===== src/pio_pkg.sv =====
/*
 * Shared constants of the port block: register indices, field
 * positions, reset values and port widths.
 * Assumes a 32-bit classic Wishbone bus; byte address = 4 * index.
 */
package pio_pkg;
    // Byte address width in bits on the bus.
    localparam int ADR_W = 18;
    // Port data register indices.
    localparam logic [15:0] IDX_P0 = 16'hff00;
    localparam logic [15:0] IDX_P2 = 16'hff02;
    localparam logic [15:0] IDX_P3 = 16'hff03;
    localparam logic [15:0] IDX_P4 = 16'hff04;
    localparam logic [15:0] IDX_P5 = 16'hff05;
    localparam logic [15:0] IDX_P7 = 16'hff07;
    localparam logic [15:0] IDX_P8 = 16'hff08;
    localparam logic [15:0] IDX_P9 = 16'hff09;
    // Direction register indices.
    localparam logic [15:0] IDX_DIR0 = 16'hff20;
    localparam logic [15:0] IDX_DIR3 = 16'hff23;
    localparam logic [15:0] IDX_DIR5 = 16'hff25;
    localparam logic [15:0] IDX_DIR8 = 16'hff28;
    localparam logic [15:0] IDX_DIR9 = 16'hff29;
    // Function select register indices.
    localparam logic [15:0] IDX_FSEL0 = 16'hff40;
    localparam logic [15:0] IDX_FSEL3 = 16'hff43;
    localparam logic [15:0] IDX_FSEL8 = 16'hff48;
    // Mode registers and the pin readback control register.
    localparam logic [15:0] IDX_MEMX = 16'hff50;
    localparam logic [15:0] IDX_TUM = 16'hff51;
    localparam logic [15:0] IDX_CLOCKED_SERIAL_MODE_REG = 16'hff52;
    localparam logic [15:0] IDX_PIN_READBACK_CONTROL = 16'hff62;
    // Field positions.
    localparam int MEMX_P4DIR_BIT = 0;
    localparam int TUM_CMD_BIT = 7;
    localparam int CLOCKED_SERIAL_MODE_REG_MOD_A_BIT = 3;
    localparam int CLOCKED_SERIAL_MODE_REG_MOD_B_BIT = 4;
    localparam int PIN_READBACK_CONTROL_PA_BIT = 0;
    // Reset values.
    localparam logic [7:0] DIR_RST = 8'hff;
    localparam logic [7:0] FSEL_RST = 8'h00;
    localparam logic MEMX_P4DIR_RST = 1'b1;
    localparam logic MODE_BIT_RST = 1'b0;
    localparam logic PIN_READBACK_CONTROL_PA_RST = 1'b0;
    // Port widths.
    localparam int W_P0 = 8;
    localparam int W_P2 = 6;
    localparam int W_P3 = 5;
    localparam int W_P4 = 8;
    localparam int W_P5 = 8;
    localparam int W_P7 = 8;
    localparam int W_P8 = 6;
    localparam int W_P9 = 3;
    localparam int W_ALL = W_P0 + W_P2 + W_P3 + W_P4 + W_P5 + W_P7 + W_P8
        + W_P9;
endpackage


===== src/pio_sync_if.sv =====
/*
 * Carrier between the port block and its pin synchroniser.
 * Assumes both ends run on the same system clock.
 */
`timescale 1ns/100ps
`default_nettype none
interface pio_sync_if #(parameter int W = 8);
    logic [W-1:0] raw;
    logic [W-1:0] stable;
    modport user (output raw, input stable);
    modport sync (input raw, output stable);
endinterface
`default_nettype wire


===== src/pio_pin_sync.sv =====
/*
 * Three-stage pin synchroniser with agreement filter.
 * Assumes raw pin levels are asynchronous to clk_i.
 */
`timescale 1ns/100ps
`default_nettype none
module pio_pin_sync #(
    parameter int W = 8
) (
    // Clock and reset.
    input wire logic clk_i,
    input wire logic rst_i,
    // Raw levels in, filtered levels out.
    pio_sync_if.sync sif
);
    logic [W-1:0] stage1;
    logic [W-1:0] stage2;
    logic [W-1:0] stage3;
    logic [W-1:0] stable;

    // Shift chain; stage1 feeds only stage2 to keep metastability contained.
    always_ff @(posedge clk_i) begin
        if (rst_i) begin
            stage1 <= '0;
            stage2 <= '0;
            stage3 <= '0;
        end else begin
            stage1 <= sif.raw;
            stage2 <= stage1;
            stage3 <= stage2;
        end
    end

    // A bit changes only once stages two and three agree.
    always_ff @(posedge clk_i) begin
        if (rst_i) begin
            stable <= '0;
        end else begin
            stable <= (stage2 & stage3) | (stable & (stage2 ^ stage3));
        end
    end

    assign sif.stable = stable;
endmodule
`default_nettype wire


===== src/pio_port_io.sv =====
/*
 * Port logic: output latches, direction, function select, read mux,
 * pin readback mode, Wishbone register slave.
 * Assumes peripherals drive their control signals on clk_i.
 */
// Summary of operation
// - Reset sets every direction bit to input, releasing all pins.
// - Output latches are not reset; contents after reset are undefined.
// - Direction bit one means input, zero means output driving latch.
// - Reading an output bit returns the latch, not the pin.
// - Latch bits can be set or cleared singly and hold value.
// - Reading an input bit returns the sampled pin level.
// - Writes always reach the latch; it drives once bit turns output.
// - Two dedicated input ports have no drivers and no direction.
// - Port 4 direction comes from the memory expansion mode field.
// - Ports are eight, six, five, eight, eight, eight, six and three bits wide.
// - A set function select bit hands the pin to its peripheral.
// - Peripheral output pin reads pin if direction one, else signal.
// - Peripheral input pin reads pin if direction one, else zero; port 0 bits 5, 6 in counter mode read their output signal instead.
// - Port 0 bit 7 outputs and reads zero, or is clear input.
// - Counter mode turns port 0 bits 5 to 7 into counter inputs.
// - Serial mode bits choose roles of the two serial bus pins.
// - Port 0, 3 and 8 pins carry their listed peripheral signals.
// - Readback bit set makes output bits read the actual pin.
// - Reset clears the readback control register.
// - In readback mode input bits read as zero.
// - Readback register bits 7 to 1 ignore writes, read zero.
`timescale 1ns/100ps
`default_nettype none
module pio_port_io
    import pio_pkg::*;
(
    // Clock and reset.
    input wire logic clk_i,
    input wire logic rst_i,
    // Wishbone slave.
    input wire logic cyc_i,
    input wire logic stb_i,
    input wire logic we_i,
    input wire logic [ADR_W-1:0] adr_i,
    input wire logic [3:0] sel_i,
    input wire logic [31:0] dat_i,
    output logic [31:0] dat_o,
    output logic ack_o,
    // Port pins.
    input wire logic [W_P0-1:0] p0_i,
    output logic [W_P0-1:0] p0_o,
    output logic [W_P0-1:0] p0_oe_o,
    input wire logic [W_P2-1:0] p2_i,
    input wire logic [W_P3-1:0] p3_i,
    output logic [W_P3-1:0] p3_o,
    output logic [W_P3-1:0] p3_oe_o,
    input wire logic [W_P4-1:0] p4_i,
    output logic [W_P4-1:0] p4_o,
    output logic [W_P4-1:0] p4_oe_o,
    input wire logic [W_P5-1:0] p5_i,
    output logic [W_P5-1:0] p5_o,
    output logic [W_P5-1:0] p5_oe_o,
    input wire logic [W_P7-1:0] p7_i,
    input wire logic [W_P8-1:0] p8_i,
    output logic [W_P8-1:0] p8_o,
    output logic [W_P8-1:0] p8_oe_o,
    input wire logic [W_P9-1:0] p9_i,
    output logic [W_P9-1:0] p9_o,
    output logic [W_P9-1:0] p9_oe_o,
    // Peripheral outputs toward the pins.
    input wire logic [3:0] realtime_outputs_i,
    input wire logic pwm_out_ch0_i,
    input wire logic pwm_out_ch1_i,
    input wire logic timer4_output_i,
    input wire logic [5:0] timer0_outputs_i,
    input wire logic txd_i,
    input wire logic so_i,
    input wire logic sbus_a_out_i,
    input wire logic sbus_a_oe_i,
    input wire logic sbus_b_out_i,
    input wire logic sbus_b_oe_i,
    input wire logic sck_out_i,
    input wire logic sck_oe_i,
    // Synchronised pin levels toward the peripherals.
    output logic updown_count_input_o,
    output logic updown_timer_input_o,
    output logic updown_clear_input_o,
    output logic rxd_o,
    output logic si_o,
    output logic serial_bus_line_a_o,
    output logic serial_bus_line_b_o,
    output logic sck_in_o,
    output logic [W_P2-1:0] p2_in_o,
    output logic [W_P7-1:0] p7_in_o
);
    // Read value of one port, bitwise over its pin role.
    function automatic logic [7:0] port_read(input logic [7:0] pin,
        input logic [7:0] lat, input logic [7:0] dir,
        input logic [7:0] fsel, input logic [7:0] cint, input logic pa);
        logic [7:0] nrm;
        nrm = pa ? (pin & ~dir) : ((pin & dir) | (lat & ~dir));
        return (fsel & ((pin & dir) | (cint & ~dir))) | (~fsel & nrm);
    endfunction

    // Byte write plus set mask in lane 1 and clear mask in lane 2.
    function automatic logic [7:0] lat_upd(input logic [7:0] old,
        input logic [3:0] sel, input logic [31:0] d);
        logic [7:0] v;
        v = sel[0] ? d[7:0] : old;
        v = sel[1] ? (v | d[15:8]) : v;
        v = sel[2] ? (v & ~d[23:16]) : v;
        return v;
    endfunction

    logic req;
    logic wr;
    logic [15:0] idx;
    logic [7:0] wbyte;
    logic [W_P0-1:0] lat0;
    logic [W_P3-1:0] lat3;
    logic [W_P4-1:0] lat4;
    logic [W_P5-1:0] lat5;
    logic [W_P8-1:0] lat8;
    logic [W_P9-1:0] lat9;
    logic [7:0] dir0;
    logic [W_P3-1:0] dir3;
    logic [7:0] dir5;
    logic [W_P8-1:0] dir8;
    logic [W_P9-1:0] dir9;
    logic p4dir;
    logic [7:0] fsel0;
    logic [W_P3-1:0] fsel3;
    logic [W_P8-1:0] fsel8;
    logic cmd;
    logic mod_a;
    logic mod_b;
    logic pa;
    logic [W_P0-1:0] s0;
    logic [W_P2-1:0] s2;
    logic [W_P3-1:0] s3;
    logic [W_P4-1:0] s4;
    logic [W_P5-1:0] s5;
    logic [W_P7-1:0] s7;
    logic [W_P8-1:0] s8;
    logic [W_P9-1:0] s9;
    logic [7:0] oe0c;
    logic [7:0] out0c;
    logic [W_P3-1:0] oe3c;
    logic [W_P3-1:0] out3c;
    logic [W_P3-1:0] int3c;
    logic so_mode;
    logic sb0_mode;
    logic sb1_mode;
    logic [7:0] rd0;
    logic [7:0] rd3;
    logic [7:0] rd4;
    logic [7:0] rd5;
    logic [7:0] rd8;
    logic [7:0] rd9;
    logic [7:0] nx0;
    logic [7:0] nx3;
    logic [7:0] nx4;
    logic [7:0] nx5;
    logic [7:0] nx8;
    logic [7:0] nx9;
    logic [31:0] next_dat;

    // Bus decode; a write lands at the edge where the master sees ack.
    assign req = cyc_i & stb_i;
    assign wr = req & we_i & ack_o;
    assign idx = adr_i[17:2];
    assign wbyte = dat_i[7:0];

    // Every pin level is synchronised before use.
    pio_sync_if #(.W(W_ALL)) sif ();
    assign sif.raw = {p9_i, p8_i, p7_i, p5_i, p4_i, p3_i, p2_i, p0_i};
    assign {s9, s8, s7, s5, s4, s3, s2, s0} = sif.stable;
    pio_pin_sync #(.W(W_ALL)) u_sync (
        .clk_i(clk_i),
        .rst_i(rst_i),
        .sif(sif)
    );

    // Ack one cycle after the request, then drop it.
    always_ff @(posedge clk_i) begin
        if (rst_i) begin
            ack_o <= 1'b0;
        end else begin
            ack_o <= req & ~ack_o;
        end
    end

    // Read data is captured as ack rises and holds until the next read.
    always_ff @(posedge clk_i) begin
        if (rst_i) begin
            dat_o <= 32'h0000_0000;
        end else if (req & ~we_i & ~ack_o) begin
            dat_o <= next_dat;
        end
    end

    // Latches carry no reset; software must load them first.
    // Writes reach the latch in any direction setting.
    assign nx0 = lat_upd(lat0, sel_i, dat_i);
    assign nx3 = lat_upd({3'b000, lat3}, sel_i, dat_i);
    assign nx4 = lat_upd(lat4, sel_i, dat_i);
    assign nx5 = lat_upd(lat5, sel_i, dat_i);
    assign nx8 = lat_upd({2'b00, lat8}, sel_i, dat_i);
    assign nx9 = lat_upd({5'b00000, lat9}, sel_i, dat_i);
    always_ff @(posedge clk_i) begin
        if (wr && idx == IDX_P0) lat0 <= nx0;
        if (wr && idx == IDX_P3) lat3 <= nx3[W_P3-1:0];
        if (wr && idx == IDX_P4) lat4 <= nx4;
        if (wr && idx == IDX_P5) lat5 <= nx5;
        if (wr && idx == IDX_P8) lat8 <= nx8[W_P8-1:0];
        if (wr && idx == IDX_P9) lat9 <= nx9[W_P9-1:0];
    end

    // Direction registers come out of reset as all inputs.
    always_ff @(posedge clk_i) begin
        if (rst_i) begin
            dir0 <= DIR_RST;
            dir3 <= DIR_RST[W_P3-1:0];
            dir5 <= DIR_RST;
            dir8 <= DIR_RST[W_P8-1:0];
            dir9 <= DIR_RST[W_P9-1:0];
            p4dir <= MEMX_P4DIR_RST;
        end else if (wr && sel_i[0]) begin
            if (idx == IDX_DIR0) dir0 <= wbyte;
            if (idx == IDX_DIR3) dir3 <= wbyte[W_P3-1:0];
            if (idx == IDX_DIR5) dir5 <= wbyte;
            if (idx == IDX_DIR8) dir8 <= wbyte[W_P8-1:0];
            if (idx == IDX_DIR9) dir9 <= wbyte[W_P9-1:0];
            if (idx == IDX_MEMX) p4dir <= wbyte[MEMX_P4DIR_BIT];
        end
    end

    // Function select and peripheral mode bits; set them once.
    always_ff @(posedge clk_i) begin
        if (rst_i) begin
            fsel0 <= FSEL_RST;
            fsel3 <= FSEL_RST[W_P3-1:0];
            fsel8 <= FSEL_RST[W_P8-1:0];
            cmd <= MODE_BIT_RST;
            mod_a <= MODE_BIT_RST;
            mod_b <= MODE_BIT_RST;
        end else if (wr && sel_i[0]) begin
            if (idx == IDX_FSEL0) fsel0 <= wbyte;
            if (idx == IDX_FSEL3) fsel3 <= wbyte[W_P3-1:0];
            if (idx == IDX_FSEL8) fsel8 <= wbyte[W_P8-1:0];
            if (idx == IDX_TUM) cmd <= wbyte[TUM_CMD_BIT];
            if (idx == IDX_CLOCKED_SERIAL_MODE_REG) begin
                mod_a <= wbyte[CLOCKED_SERIAL_MODE_REG_MOD_A_BIT];
                mod_b <= wbyte[CLOCKED_SERIAL_MODE_REG_MOD_B_BIT];
            end
        end
    end

    // Only bit 0 of readback control exists; the rest read zero.
    always_ff @(posedge clk_i) begin
        if (rst_i) begin
            pa <= PIN_READBACK_CONTROL_PA_RST;
        end else if (wr && sel_i[0] && idx == IDX_PIN_READBACK_CONTROL) begin
            pa <= wbyte[PIN_READBACK_CONTROL_PA_BIT];
        end
    end

    // Port 0 roles: bits 5 to 7 become inputs in counter mode.
    assign oe0c = {{3{~cmd}}, 5'b11111};
    assign out0c = {1'b0, timer4_output_i, pwm_out_ch1_i, pwm_out_ch0_i,
        realtime_outputs_i};

    // Serial pins follow the two serial mode bits.
    assign so_mode = ~mod_a;
    assign sb0_mode = mod_a & ~mod_b;
    assign sb1_mode = mod_a & mod_b;
    assign oe3c = {sck_oe_i, sb1_mode & sbus_b_oe_i,
        so_mode | (sb0_mode & sbus_a_oe_i), 1'b0, 1'b1};
    assign out3c = {sck_out_i, sbus_b_out_i,
        so_mode ? so_i : sbus_a_out_i, 1'b0, txd_i};
    assign int3c = {sck_out_i, so_mode ? 1'b0 : sbus_b_out_i,
        out3c[2], 1'b0, txd_i};

    // Pin drivers: a select bit hands the pin over to control.
    // Otherwise direction zero drives the latch.
    assign p0_oe_o = (fsel0 & oe0c) | (~fsel0 & ~dir0);
    assign p0_o = (fsel0 & out0c) | (~fsel0 & lat0);
    assign p3_oe_o = (fsel3 & oe3c) | (~fsel3 & ~dir3);
    assign p3_o = (fsel3 & out3c) | (~fsel3 & lat3);
    assign p8_oe_o = fsel8 | ~dir8;
    assign p8_o = (fsel8 & timer0_outputs_i) | (~fsel8 & lat8);
    assign p4_oe_o = {W_P4{~p4dir}};
    assign p4_o = lat4;
    assign p5_oe_o = ~dir5;
    assign p5_o = lat5;
    assign p9_oe_o = ~dir9;
    assign p9_o = lat9;

    // Read mux per port; widths zero-pad the upper bits.
    // Control reads follow pin or internal signal.
    // Outputs read latch, inputs read pin; readback mode: outputs read pin, inputs zero.
    assign rd0 = port_read(s0, lat0, dir0, fsel0, out0c, pa)
        & ~{fsel0[7] & ~cmd, 7'h00};
    assign rd3 = port_read({3'b000, s3}, {3'b000, lat3}, {3'b000, dir3},
        {3'b000, fsel3}, {3'b000, int3c}, pa);
    assign rd4 = port_read(s4, lat4, {W_P4{p4dir}}, 8'h00, 8'h00, pa);
    assign rd5 = port_read(s5, lat5, dir5, 8'h00, 8'h00, pa);
    assign rd8 = port_read({2'b00, s8}, {2'b00, lat8}, {2'b00, dir8},
        {2'b00, fsel8}, {2'b00, timer0_outputs_i}, pa);
    assign rd9 = port_read({5'b00000, s9}, {5'b00000, lat9},
        {5'b00000, dir9}, 8'h00, 8'h00, pa);

    // Register read decode; unmapped indices read zero.
    always_comb begin
        next_dat = 32'h0000_0000;
        case (idx)
            IDX_P0: next_dat[7:0] = rd0;
            IDX_P2: next_dat[W_P2-1:0] = s2;
            IDX_P3: next_dat[7:0] = rd3;
            IDX_P4: next_dat[7:0] = rd4;
            IDX_P5: next_dat[7:0] = rd5;
            IDX_P7: next_dat[W_P7-1:0] = s7;
            IDX_P8: next_dat[7:0] = rd8;
            IDX_P9: next_dat[7:0] = rd9;
            IDX_DIR0: next_dat[7:0] = dir0;
            IDX_DIR3: next_dat[W_P3-1:0] = dir3;
            IDX_DIR5: next_dat[7:0] = dir5;
            IDX_DIR8: next_dat[W_P8-1:0] = dir8;
            IDX_DIR9: next_dat[W_P9-1:0] = dir9;
            IDX_FSEL0: next_dat[7:0] = fsel0;
            IDX_FSEL3: next_dat[W_P3-1:0] = fsel3;
            IDX_FSEL8: next_dat[W_P8-1:0] = fsel8;
            IDX_MEMX: next_dat[MEMX_P4DIR_BIT] = p4dir;
            IDX_TUM: next_dat[TUM_CMD_BIT] = cmd;
            IDX_CLOCKED_SERIAL_MODE_REG: next_dat[CLOCKED_SERIAL_MODE_REG_MOD_B_BIT:CLOCKED_SERIAL_MODE_REG_MOD_A_BIT] = {mod_b,
                mod_a};
            IDX_PIN_READBACK_CONTROL: next_dat[PIN_READBACK_CONTROL_PA_BIT] = pa;
            default: next_dat = 32'h0000_0000;
        endcase
    end

    // Synchronised levels to peripheral inputs; gating avoids glitches.
    assign updown_count_input_o = s0[5] & cmd & fsel0[5];
    assign updown_timer_input_o = s0[6] & cmd & fsel0[6];
    assign updown_clear_input_o = s0[7] & cmd & fsel0[7];
    assign rxd_o = s3[1];
    assign si_o = s3[3];
    assign serial_bus_line_a_o = s3[2];
    assign serial_bus_line_b_o = s3[3];
    assign sck_in_o = s3[4];
    assign p2_in_o = s2;
    assign p7_in_o = s7;

    logic rd_ack;
    assign rd_ack = ack_o & req & ~we_i;
endmodule
`default_nettype wire


===== config.mk =====
export PLATFORM = sky130hd
export DESIGN_NAME = pio_port_io
export DESIGN_NICKNAME = d
export VERILOG_FILES = /design/src/pio_pkg.sv /design/src/pio_sync_if.sv /design/src/pio_pin_sync.sv /design/src/pio_port_io.sv
export SDC_FILE = /design/constraint.sdc
export NUM_CORES = 1
export LEC_CHECK = 0
export ABC_AREA = 1
export BUFFER_PORTS_ARGS = -buffer_cell sky130_fd_sc_hd__buf_2
export CORE_AREA = 3 3 162 180
export DETAILED_ROUTE_END_ITERATION = 10
export DIE_AREA = 0 0 165 183
export PLACE_DENSITY = 0.82
export SYNTH_ARGS = -nofsm -noshare
export SYNTH_HDL_FRONTEND = slang
export SYNTH_SLANG_ARGS = --single-unit

===== constraint.sdc =====
create_clock -name clk_i -period 1.8 [get_ports clk_i]
set_clock_uncertainty 0.05 [all_clocks]
set_input_delay 0.18 -clock clk_i [delete_from_list [all_inputs] [get_ports clk_i]]
set_output_delay 0.18 -clock clk_i [all_outputs]
set_load 0.01 [all_outputs]

Word level (Yosys, flattened, before mapping)
Cells that the tools add are included.

Mux-type cells: 32. Reductions and logical operators: 19. Eq/ne operators: 20. Bitwise logic cells: 112.

Operators with widths (number): equality test 16 bit (second input constant) (20); AND 8 bit (20); 2-to-1 mux 8 bit (15); OR 8 bit (15); AND 52 bit (2); one-hot mux 2 bit (16 select lines) (2); OR 52 bit (1); XOR 52 bit (1); inverter 8 bit (6); AND 5 x 8 -> 8 bit (4); AND 6 x 8 -> 8 bit (4); AND 5 bit (6); AND 6 bit (4); AND reduction 2 bit (11); 2-to-1 mux 6 bit (3); OR 6 bit (3); one-hot mux 1 bit (18 select lines) (1); AND 1 bit (17); AND 3 x 8 -> 8 bit (2); inverter 5 -> 8 bit (2); inverter 6 -> 8 bit (2); 2-to-1 mux 5 bit (3); OR 5 bit (3); one-hot mux 1 bit (13 select lines) (1); 17 further kinds (35).

Word-level logic and storage cells: 208. Output and inout bits: 131. Flip-flop bits (word level): 309.

Longest topological paths before layout
Gate-level depths: netlist (run 1).

Depth in word-level cells: 8. Gate-level depth with buffers: 14. Mapped depth without buffers: 14.

By module
From an unflattened synthesis (run 1), not the netlist that was laid out.

Cell total of the unflattened synthesis: 1822. Area, all modules: 13799.5 µm².

Modules (own cells, without submodules): pio_port_io (seq. area each 2402.3 µm², cells an instance 1071, area each 6957.9 µm², instances 1); pio_pin_sync (seq. area each 4164.0 µm², cells an instance 751, area each 6841.6 µm², instances 1).

Least setup slack after synthesis (run 1)
OpenSTA, ideal clock, no wires.

Path kind: register to register. Start: register ack_o. End: register lat0[0] (enable). Stages on the path, launching flop included: 5. Period minus slack after synthesis: 1991 ps. Data arrival time: 1547 ps. Slack: -191 ps. Required time: 1355 ps. Path through: dfxtp_1 -> nand2_1 -> nor2_1 -> inv_2 -> nor4_1.

Word-level cells in the longest chain between the ends: 2.

Ends and longest elaborated chain: from (decl) (RTL line pio_port_io.sv:44) `output logic ack_o,`; from (signal assigned) (RTL line pio_port_io.sv:185) `ack_o <= req & ~ack_o;`; AND 1 bit (RTL line pio_port_io.sv:166) `assign wr = req & we_i & ack_o;`; logical AND 1 bit (RTL line pio_port_io.sv:207) `if (wr && idx == IDX_P0) lat0 <= nx0;`; to (signal assigned) (RTL line pio_port_io.sv:207); to (decl) (RTL line pio_port_io.sv:115) `logic [W_P0-1:0] lat0;`.

No other way between the ends. A chain may end at the register's enable or synchronous reset.

Worst setup path after layout (run 1)
Start: register ack_o. End: register fsel3[1].

Word-level cells in the longest chain between the ends: 3.

Ends and longest elaborated chain: AND 1 bit (RTL line pio_port_io.sv:166); logical AND 1 bit (RTL line pio_port_io.sv:243) `end else if (wr && sel_i[0]) begin`; AND reduction 2 bit (no source line); to (signal assigned) (RTL line pio_port_io.sv:238) `fsel3 <= FSEL_RST[W_P3-1:0];`; to (signal assigned) (RTL line pio_port_io.sv:245) `if (idx == IDX_FSEL3) fsel3 <= wbyte[W_P3-1:0];`; to (decl) (RTL line pio_port_io.sv:128) `logic [W_P3-1:0] fsel3;`.

No other way between the ends.

==> results.md, run 1 <==
- Maximum capacitance violations: 0
- Leakage power figure: 8.454 nW
- Cell Count, Final, Fillers Out: 2,459
- Number of H-tree levels: 1
- Max-slew headroom: 54.31%
- Total length of routed wires: 43,950 um
- Worst setup slack before clock tree synthesis: -87.48 ps
- Number of DRC markers after the initial detailed-route iteration: 1,263
- Share of the synthesized area in the top cell type: 39.62%
- Summed negative setup slack over all endpoints: -38.04 ps
- Sequential fraction of the synthesis area: 47.95%
- Number of enable-type register cells in the synthesized netlist: 38
- Unrepaired setup endpoints after global routing: yes
- Number of distinct library cell variants in the gate-level netlist after synthesis: 43
- Hold worst-path end: p4_o[6]$_DFFE_PP_
- Aggregate global-route resource usage: 27.72%
- Count of boundary I/O pins: 263
- Max Clock Freq: 0.5441 GHz
- Number of antenna violations at the first check in global routing: 0
- HPWL after detailed placement: 31,680 um
- Number of setup violations in the final report: 1
- Cell area after synthesis: 13,690 sq um
- Top cells by instance count after synthesis: 355 x nor2_1, 271 x dfxtp_1, 253 x inv_1
- Max VDD drop: 0.6755 mV
- Fin worst setup slack: -38.04 ps
- Worst EP arrival: 2250 ps
- Via count: 12,940
- Total count of max-transition violations in the final report: 0
- Hold path startpoint: dat_i[22]
- Proportion of layout cells with a drive suffix above 1: 20.23%
- Final min period: 1838 ps
- Maximum number of pins on one net before global-route repair: 72
- Standard cell core area: 27,630 sq um
- Number of clock sinks seen by CTS: 309
- Post-layout util: 61.88%
- Synthesized netlist cell count: 1,764
- Capture point of the worst reg-to-reg path: fsel3[1]$_SDFFE_PP0P_
- Die X: 165 um
- Wire length of the first global-routing pass: 65,080 um
- CTS buffer count: 30
- Average wire per standard cell: 17.87 um
- DRT antenna net count: 0
- Worst hold path type: input pin to register
- Vias per Instance: 5.260
- Slew @ Worst Pin: 678.1 ps
- Hold Fails Final Rpt: 0
- Initial core utilization: 49.57%
- Dpl cells: 2,328
- Growth of design area from synthesis to finish: 24.85%
- Critical R2R Launch: ack_o$_SDFF_PP0_
- Register-to-Register Setup Slack: -40 ps
- Data required time of the worst path: 2210 ps
- Net count of the finished layout: 2,257
- Worst setup SP type: register
- Outcome: complete, but fails checks
- Drc violations: 0
- Ranking of synthesized cells by area: dfxtp_1 40%, nor2_1 9.7%, edfxtp_1 8.3%, inv_1 6.9%, nand2_1 6.8%
- Die area: 30,200 sq um
- Std cell rows: 64
- Number of warnings reported in the yosys synthesis log: 0
- Antenna diode instance count: 0
- Hold Path Stages: 4
- Crit path capture type: register
- Average footprint of a synthesized cell: 7.763 sq um
- Reg2Reg Depth: 8
- Vertical die dimension: 183 um
- Part of the cycle the worst path needs: 102.1%
- Via count of the first global-routing pass: 12,140
- Failing checks: setup timing
- Final Cell Area: 17,100 sq um
- Fin Hold WS: 14.15 ps
- Multi-input combinational cell area: 5619 sq um
- Share of flip-flops with an asynchronous set or reset: 0%
- Post-synthesis register bit count: 309
- Maximum clock path buffer count: 3
- Clock-pin slew on the worst setup and hold paths: 70 ps
- Critical path peak fanout: 7
- Total Power: 14.44 mW
- Overflow left after global routing: 0
- Count of input and output buffers: 227
- TritonCTS clock tree: yes
- Routability congestion estimate from global placement: 0.9605
- Total area of sequential cells: 6580 sq um
- Most frequently used flop master after synthesis: dfxtp_1
- Count of TritonRoute iterations in the first routing pass: 6
- Worst-Skew Late Latency: 550 ps
- Placed cell areas: 15,210 sq um
- Crit path kind: register to register
- Most common cell in the netlist: nor2_1
- Cell type with the largest total area after synthesis: dfxtp_1
- Fill cell total of the finished layout: 2,274
- Power density relative to cell area: 844.9 nW/um^2
- Library cell used as clock root buffer: clkbuf_16
[metal layers]
layer / GRT usage, % / part of all wire (%) / up-vias
li1: - / - / 6132
met1: 33.48 / 37 / 5899
met2: 47.96 / 48 / 732
met3: 4.631 / 9.0 / 172
met4: 12.92 / 6.2 / 0
met5: 0 / 0 / -
[repair_timing]
action / 4_1_cts / 5_1_grt
setup endpoints to repair: 5 / 65
hold buffers: 68 / 0
endpoints found under the hold margin: 100 / 0
pin swaps: 0 / 3
setup buffers: 1 / 4
gates cloned: 0 / 3
gates resized for setup: 5 / 25
[placed cells by master, fill, tap and decap left out, types with 6 or more instances in the layout]
master and n:
a211oi_1 20, a21oi_1 108, buf_12 6, buf_2 226, buf_4 55, clkbuf_16 35, clkbuf_8 10, conb_1 24
dfxtp_1 264, dlygate4sd3_1 68, edfxtp_1 38, ha_1 52, inv_1 249, inv_2 10, nand2_1 248, nand2_2 8
nand3_1 127, nor2_1 352, nor2_2 12, nor2_4 16, o211ai_1 29, o21ai_0 56, o21ai_1 6
[worst max-delay path: stages (launching register included)]
cell	delay [ps]
dfxtp_1	400
nand2_1	90
nor2_2	180
inv_2	120
nor2_8	240
nand3_2	210
inv_2	160
o21ai_0	100
a21oi_1	190
[worst max-delay path by stage]
stage                           from               endpoint
6_report            ack_o$_SDFF_PP0_  fsel3[1]$_SDFFE_PP0P_
5_1_grt        fsel0[5]$_SDFFE_PP0P_             p0_oe_o[5]
3_5_place_dp                adr_i[2]      lat0[6]$_DFFE_PP_
4_1_cts             ack_o$_SDFF_PP0_      lat0[6]$_DFFE_PP_
2_1_floorplan       ack_o$_SDFF_PP0_      lat0[0]$_DFFE_PP_
3_3_place_gp                adr_i[2]      lat0[6]$_DFFE_PP_
[report_power, final]
part,total [mW],switching [mW],internal (mW)
Sequential,7.19,0.0630,7.12
Clock,6.38,2.65,3.73
Combinational,0.881,0.515,0.367
Total,14.4,3.22,11.2
[final cells by class]
type,count,share of cell area [%]
repair buffers,358,14.07
flip-flops and latches,309,38.49
clock buffers,46,5.701
inverters,263,5.862
multi-input cells,1111,32.87
clock inverters,9,0.3513
well taps,363,2.657
[cell families after synthesis]
group,share of synthesized area (%)
simple gates,25.13
buf+inv,12.10
flops,47.95
compound gates,10.04
fa+ha+maj,4.751
other cells,0.02739
[state kept, by name (all words and copies together), names as in the netlist, 3 cells and up]
name,flops
fsel8,6
dir5,8
u_sync.stage3,52
lat8,6
p4_o,8
dir8,6
p5_o,8
dat_o,8
dir0,8
u_sync.stage1,52
p9_o,3
u_sync.stage2,52
lat0,8
fsel3,5
u_sync.sif.stable,52
fsel0,8
dir3,5
dir9,3
lat3,5
(Power assumes the default switching activity.)
==> inputs of run 2 (changes only) <==
--- a/config.mk
+++ b/config.mk
@@ -7,9 +7,9 @@
 export LEC_CHECK = 0
 export ABC_AREA = 1
 export BUFFER_PORTS_ARGS = -buffer_cell sky130_fd_sc_hd__buf_2
-export CORE_AREA = 3 3 162 180
+export CORE_AREA = 3 3 170 172
 export DETAILED_ROUTE_END_ITERATION = 10
-export DIE_AREA = 0 0 165 183
+export DIE_AREA = 0 0 173 175
 export PLACE_DENSITY = 0.82
 export SYNTH_ARGS = -nofsm -noshare
 export SYNTH_HDL_FRONTEND = slang
==> run 2 against run 1 <==
- first-iteration DRC count up 13%
- largest power group unchanged
- power down 2.1%
- critical path depth down 5
- maximum frequency up 2.6%
- setup slack better by 47 ps
- sequential power about the same
- combinational power down 0.9%
- sequential cell count unchanged
- the run now ends clean
- core utilization down 0.41 points
- global-route usage up 0.17 points
==> results.md, run 2 (same netlist as run 1, synthesis figures left out) <==
- Maximum number of pins on one net before global-route repair: 111 (was 72)
- Worst hold path type: input pin to register (unchanged)
- HPWL after detailed placement: 31,800 um (was 31,680 um)
- Clock-pin slew on the worst setup and hold paths: 70 ps (about the same)
- Share of total power in the clock network: 43.0% (was 44.1%)
- Library cell used as clock root buffer: clkbuf_16 (unchanged)
- Maximum clock path buffer count: 3 (unchanged)
- Slew @ Worst Pin: 675.0 ps (was 678.1 ps)
- Count of TritonRoute iterations in the first routing pass: 8 (was 6)
- Cell Count, Final, Fillers Out: 2,460 (was 2,459)
- Die area: 30,280 sq um (was 30,200 sq um)
- Reg2Reg Depth: 7 (was 8)
- Unrepaired setup endpoints after global routing: yes (unchanged)
- Sequential share of power: 50.8% (was 49.8%)
- Die X: 173 um (was 165 um)
- Critical R2R Launch: ack_o$_SDFF_PP0_ (unchanged)
- Fin worst setup slack: 8.596 ps (was -38.04 ps)
- Hold Fails Final Rpt: 0 (unchanged)
- TritonCTS clock tree: yes (unchanged)
- Number of antenna violations at the first check in global routing: 0 (unchanged)
- Antenna diode instance count: 0 (unchanged)
- Count of input and output buffers: 227 (unchanged)
- Hold Path Stages: 4 (unchanged)
- Max Clock Freq: 0.5582 GHz (was 0.5441 GHz)
- Part of the cycle the worst path needs: 99.52% (was 102.1%)
- Hold worst-path end: lat0[7]$_DFFE_PP_ (was p4_o[6]$_DFFE_PP_)
- Via count: 12,710 (was 12,940)
- Overflow left after global routing: 0 (unchanged)
- Worst EP arrival: 1560 ps (was 2250 ps)
- Slowest cell delay on critical path: 460 ps (was 400 ps)
- Via count of the first global-routing pass: 12,290 (was 12,140)
- Total count of max-transition violations in the final report: 0 (unchanged)
- Dpl cells: 2,334 (was 2,328)
- Final Cell Area: 16,990 sq um (was 17,100 sq um)
- Max VDD drop: 0.8000 mV (was 0.6755 mV)
- Placed cell areas: 15,210 sq um (about the same)
- Multi-input combinational cell area: 5617 sq um (was 5619 sq um)
- CP Cell Sequence: buf_4, o21a_1, buf_2 (was nand2_1, nor2_2, inv_2, nor2_8, nand3_2, inv_2, o21ai_0, a21oi_1)
- Number of H-tree levels: 1 (unchanged)
- Worst-Skew Late Latency: 570 ps (was 550 ps)
- Final min period: 1791 ps (was 1838 ps)
- DRT antenna net count: 0 (unchanged)
- Vias per Instance: 5.167 (was 5.260)
- Net count of the finished layout: 2,245 (was 2,257)
- Proportion of layout cells with a drive suffix above 1: 19.64% (was 20.23%)
- Routability congestion estimate from global placement: 0.9919 (was 0.9605)
- Total area of sequential cells: 6576 sq um (was 6580 sq um)
- Leakage power figure: 8.366 nW (was 8.454 nW)
- Maximum capacitance violations: 0 (unchanged)
- Cell with the biggest individual delay on the critical path: edfxtp_1 (was dfxtp_1)
- Average wire per standard cell: 17.86 um (was 17.87 um)
- CTS buffer count: 30 (unchanged)
- Register-to-Register Setup Slack: 30 ps (was -40 ps)
- Number of DRC markers after the initial detailed-route iteration: 1,432 (was 1,263)
- Vertical die dimension: 175 um (was 183 um)
- Crit path kind: register to primary output (was register to register)
- Fill cell total of the finished layout: 2,367 (was 2,274)
- Power density relative to cell area: 832.6 nW/um^2 (was 844.9 nW/um^2)
- Max-slew headroom: 54.52% (was 54.31%)
- Total length of routed wires: 43,940 um (was 43,950 um)
- Portion of total power attributed to combinational logic: 6.2% (was 6.1%)
- Drc violations: 0 (unchanged)
- Fin Hold WS: 30.06 ps (was 14.15 ps)
- Crit path capture type: primary output (was register)
- Aggregate global-route resource usage: 27.89% (was 27.72%)
- Switching component of the power: 3.220 mW (was 3.223 mW)
- Data required time of the worst path: 1570 ps (was 2210 ps)
- Initial core utilization: 49.56% (was 49.57%)
- Commonest non-fill, non-tap cell in the layout: nor2_1 (unchanged)
- Power Internal: 10.92 mW (was 11.22 mW)
- Outcome: complete, no violations (was complete, but fails checks)
- Capture point of the worst reg-to-reg path: pa$_SDFFE_PP0P_ (was fsel3[1]$_SDFFE_PP0P_)
- Worst setup slack before clock tree synthesis: -167.9 ps (was -87.48 ps)
- Most frequent cells in the layout: 353 x nor2_1, 265 x dfxtp_1, 249 x inv_1 (was 352 x nor2_1, 264 x dfxtp_1, 249 x inv_1)
- Critical path peak fanout: 2 (was 7)
- Number of setup violations in the final report: 0 (was 1)
- Wire length of the first global-routing pass: 67,030 um (was 65,080 um)
- Number of clock sinks seen by CTS: 309 (unchanged)
- Worst setup SP type: register (unchanged)
- Std cell rows: 61 (was 64)
- Total Power: 14.14 mW (was 14.44 mW)
- Hold path startpoint: dat_i[23] (was dat_i[22])
- Standard cell core area: 27,630 sq um (about the same)
- Count of boundary I/O pins: 263 (unchanged)
- Growth of design area from synthesis to finish: 24.04% (was 24.85%)
- Switching part of the total power: 22.77% (was 22.31%)
run 2: changes by cell type in the layout (fill, tap and decap cells not counted), sizes merged:
cell | previous run | this run
buf | 288 | 282
dlygate4sd3 | 68 | 64
clkinv | 9 | 6
nor2 | 382 | 381
clkbuf | 48 | 45
inv | 263 | 264
clkinvlp | 0 | 2
run 2: worst max path at each step:
| stage | slack, ps | start | end |
|---|---|---|---|
| 2_1_floorplan | -190 | ack_o$_SDFF_PP0_ | lat0[0]$_DFFE_PP_ |
| 3_3_place_gp | -130 | ack_o$_SDFF_PP0_ | p4_o[6]$_DFFE_PP_ |
| 3_5_place_dp | -170 | ack_o$_SDFF_PP0_ | p4_o[5]$_DFFE_PP_ |
| 4_1_cts | 8 | fsel0[6]$_SDFFE_PP0P_ | updown_timer_input_o |
| 5_1_grt | -50 | pa$_SDFFE_PP0P_ | dat_o[4]$_SDFFE_PP0P_ |
| 6_report | 9 | lat8[0]$_DFFE_PP_ | p8_o[0] |
run 2: area by class of cell:
type,count,share of cell area [%]
inverters,263,5.915
clock buffers,44,5.267
well taps,378,2.785
clock inverters,9,0.3904
repair buffers,347,13.86
multi-input cells,1110,33.07
flip-flops and latches,309,38.72
run 2: power groups by stage:
stage	Clock [mW]	Combinational (mW)	Sequential (mW)
after floorplan	0	0.470	7.32
after global placement	0	0.713	7.33
after detailed placement	0	0.735	7.34
after CTS	6.17	0.852	7.19
after global routing	6.42	0.973	7.20
final	6.08	0.873	7.19
run 2: routing by layer:
layer  vias to the layer above  wire length, um  global-route usage, %
met3                       151             4125                  4.520
met4                         0             2431                  13.61
met5                         -                0                      0
met2                       683            20470                  46.94
met1                      5766            16910                  35.00
li1                       6110                -                      -
run 2: stage by stage:
stage          utilization (%)  TNS (ps)
6_report                 61.48         0
3_3_place_gp             55.05     -1159
4_1_cts                  60.95         0
2_1_floorplan                -     -3058
3_5_place_dp             55.05     -1610
5_1_grt                  61.48    -102.1
run 2: critical path, delay by kind of cell, from the launching register on:
kind,cells,cell delay (ps)
compound gates,1,190
buf+inv,2,340
flops,1,460
run 2: timing repair:
action | CTS | global route
hold endpoints to repair | 102 | 0
hold buffers | 64 | 0
gates resized for setup | 8 | 24
setup endpoints to repair | 27 | 49
gates cloned | 0 | 1
buffers inserted | 1 | 7
pin swaps | 0 | 2
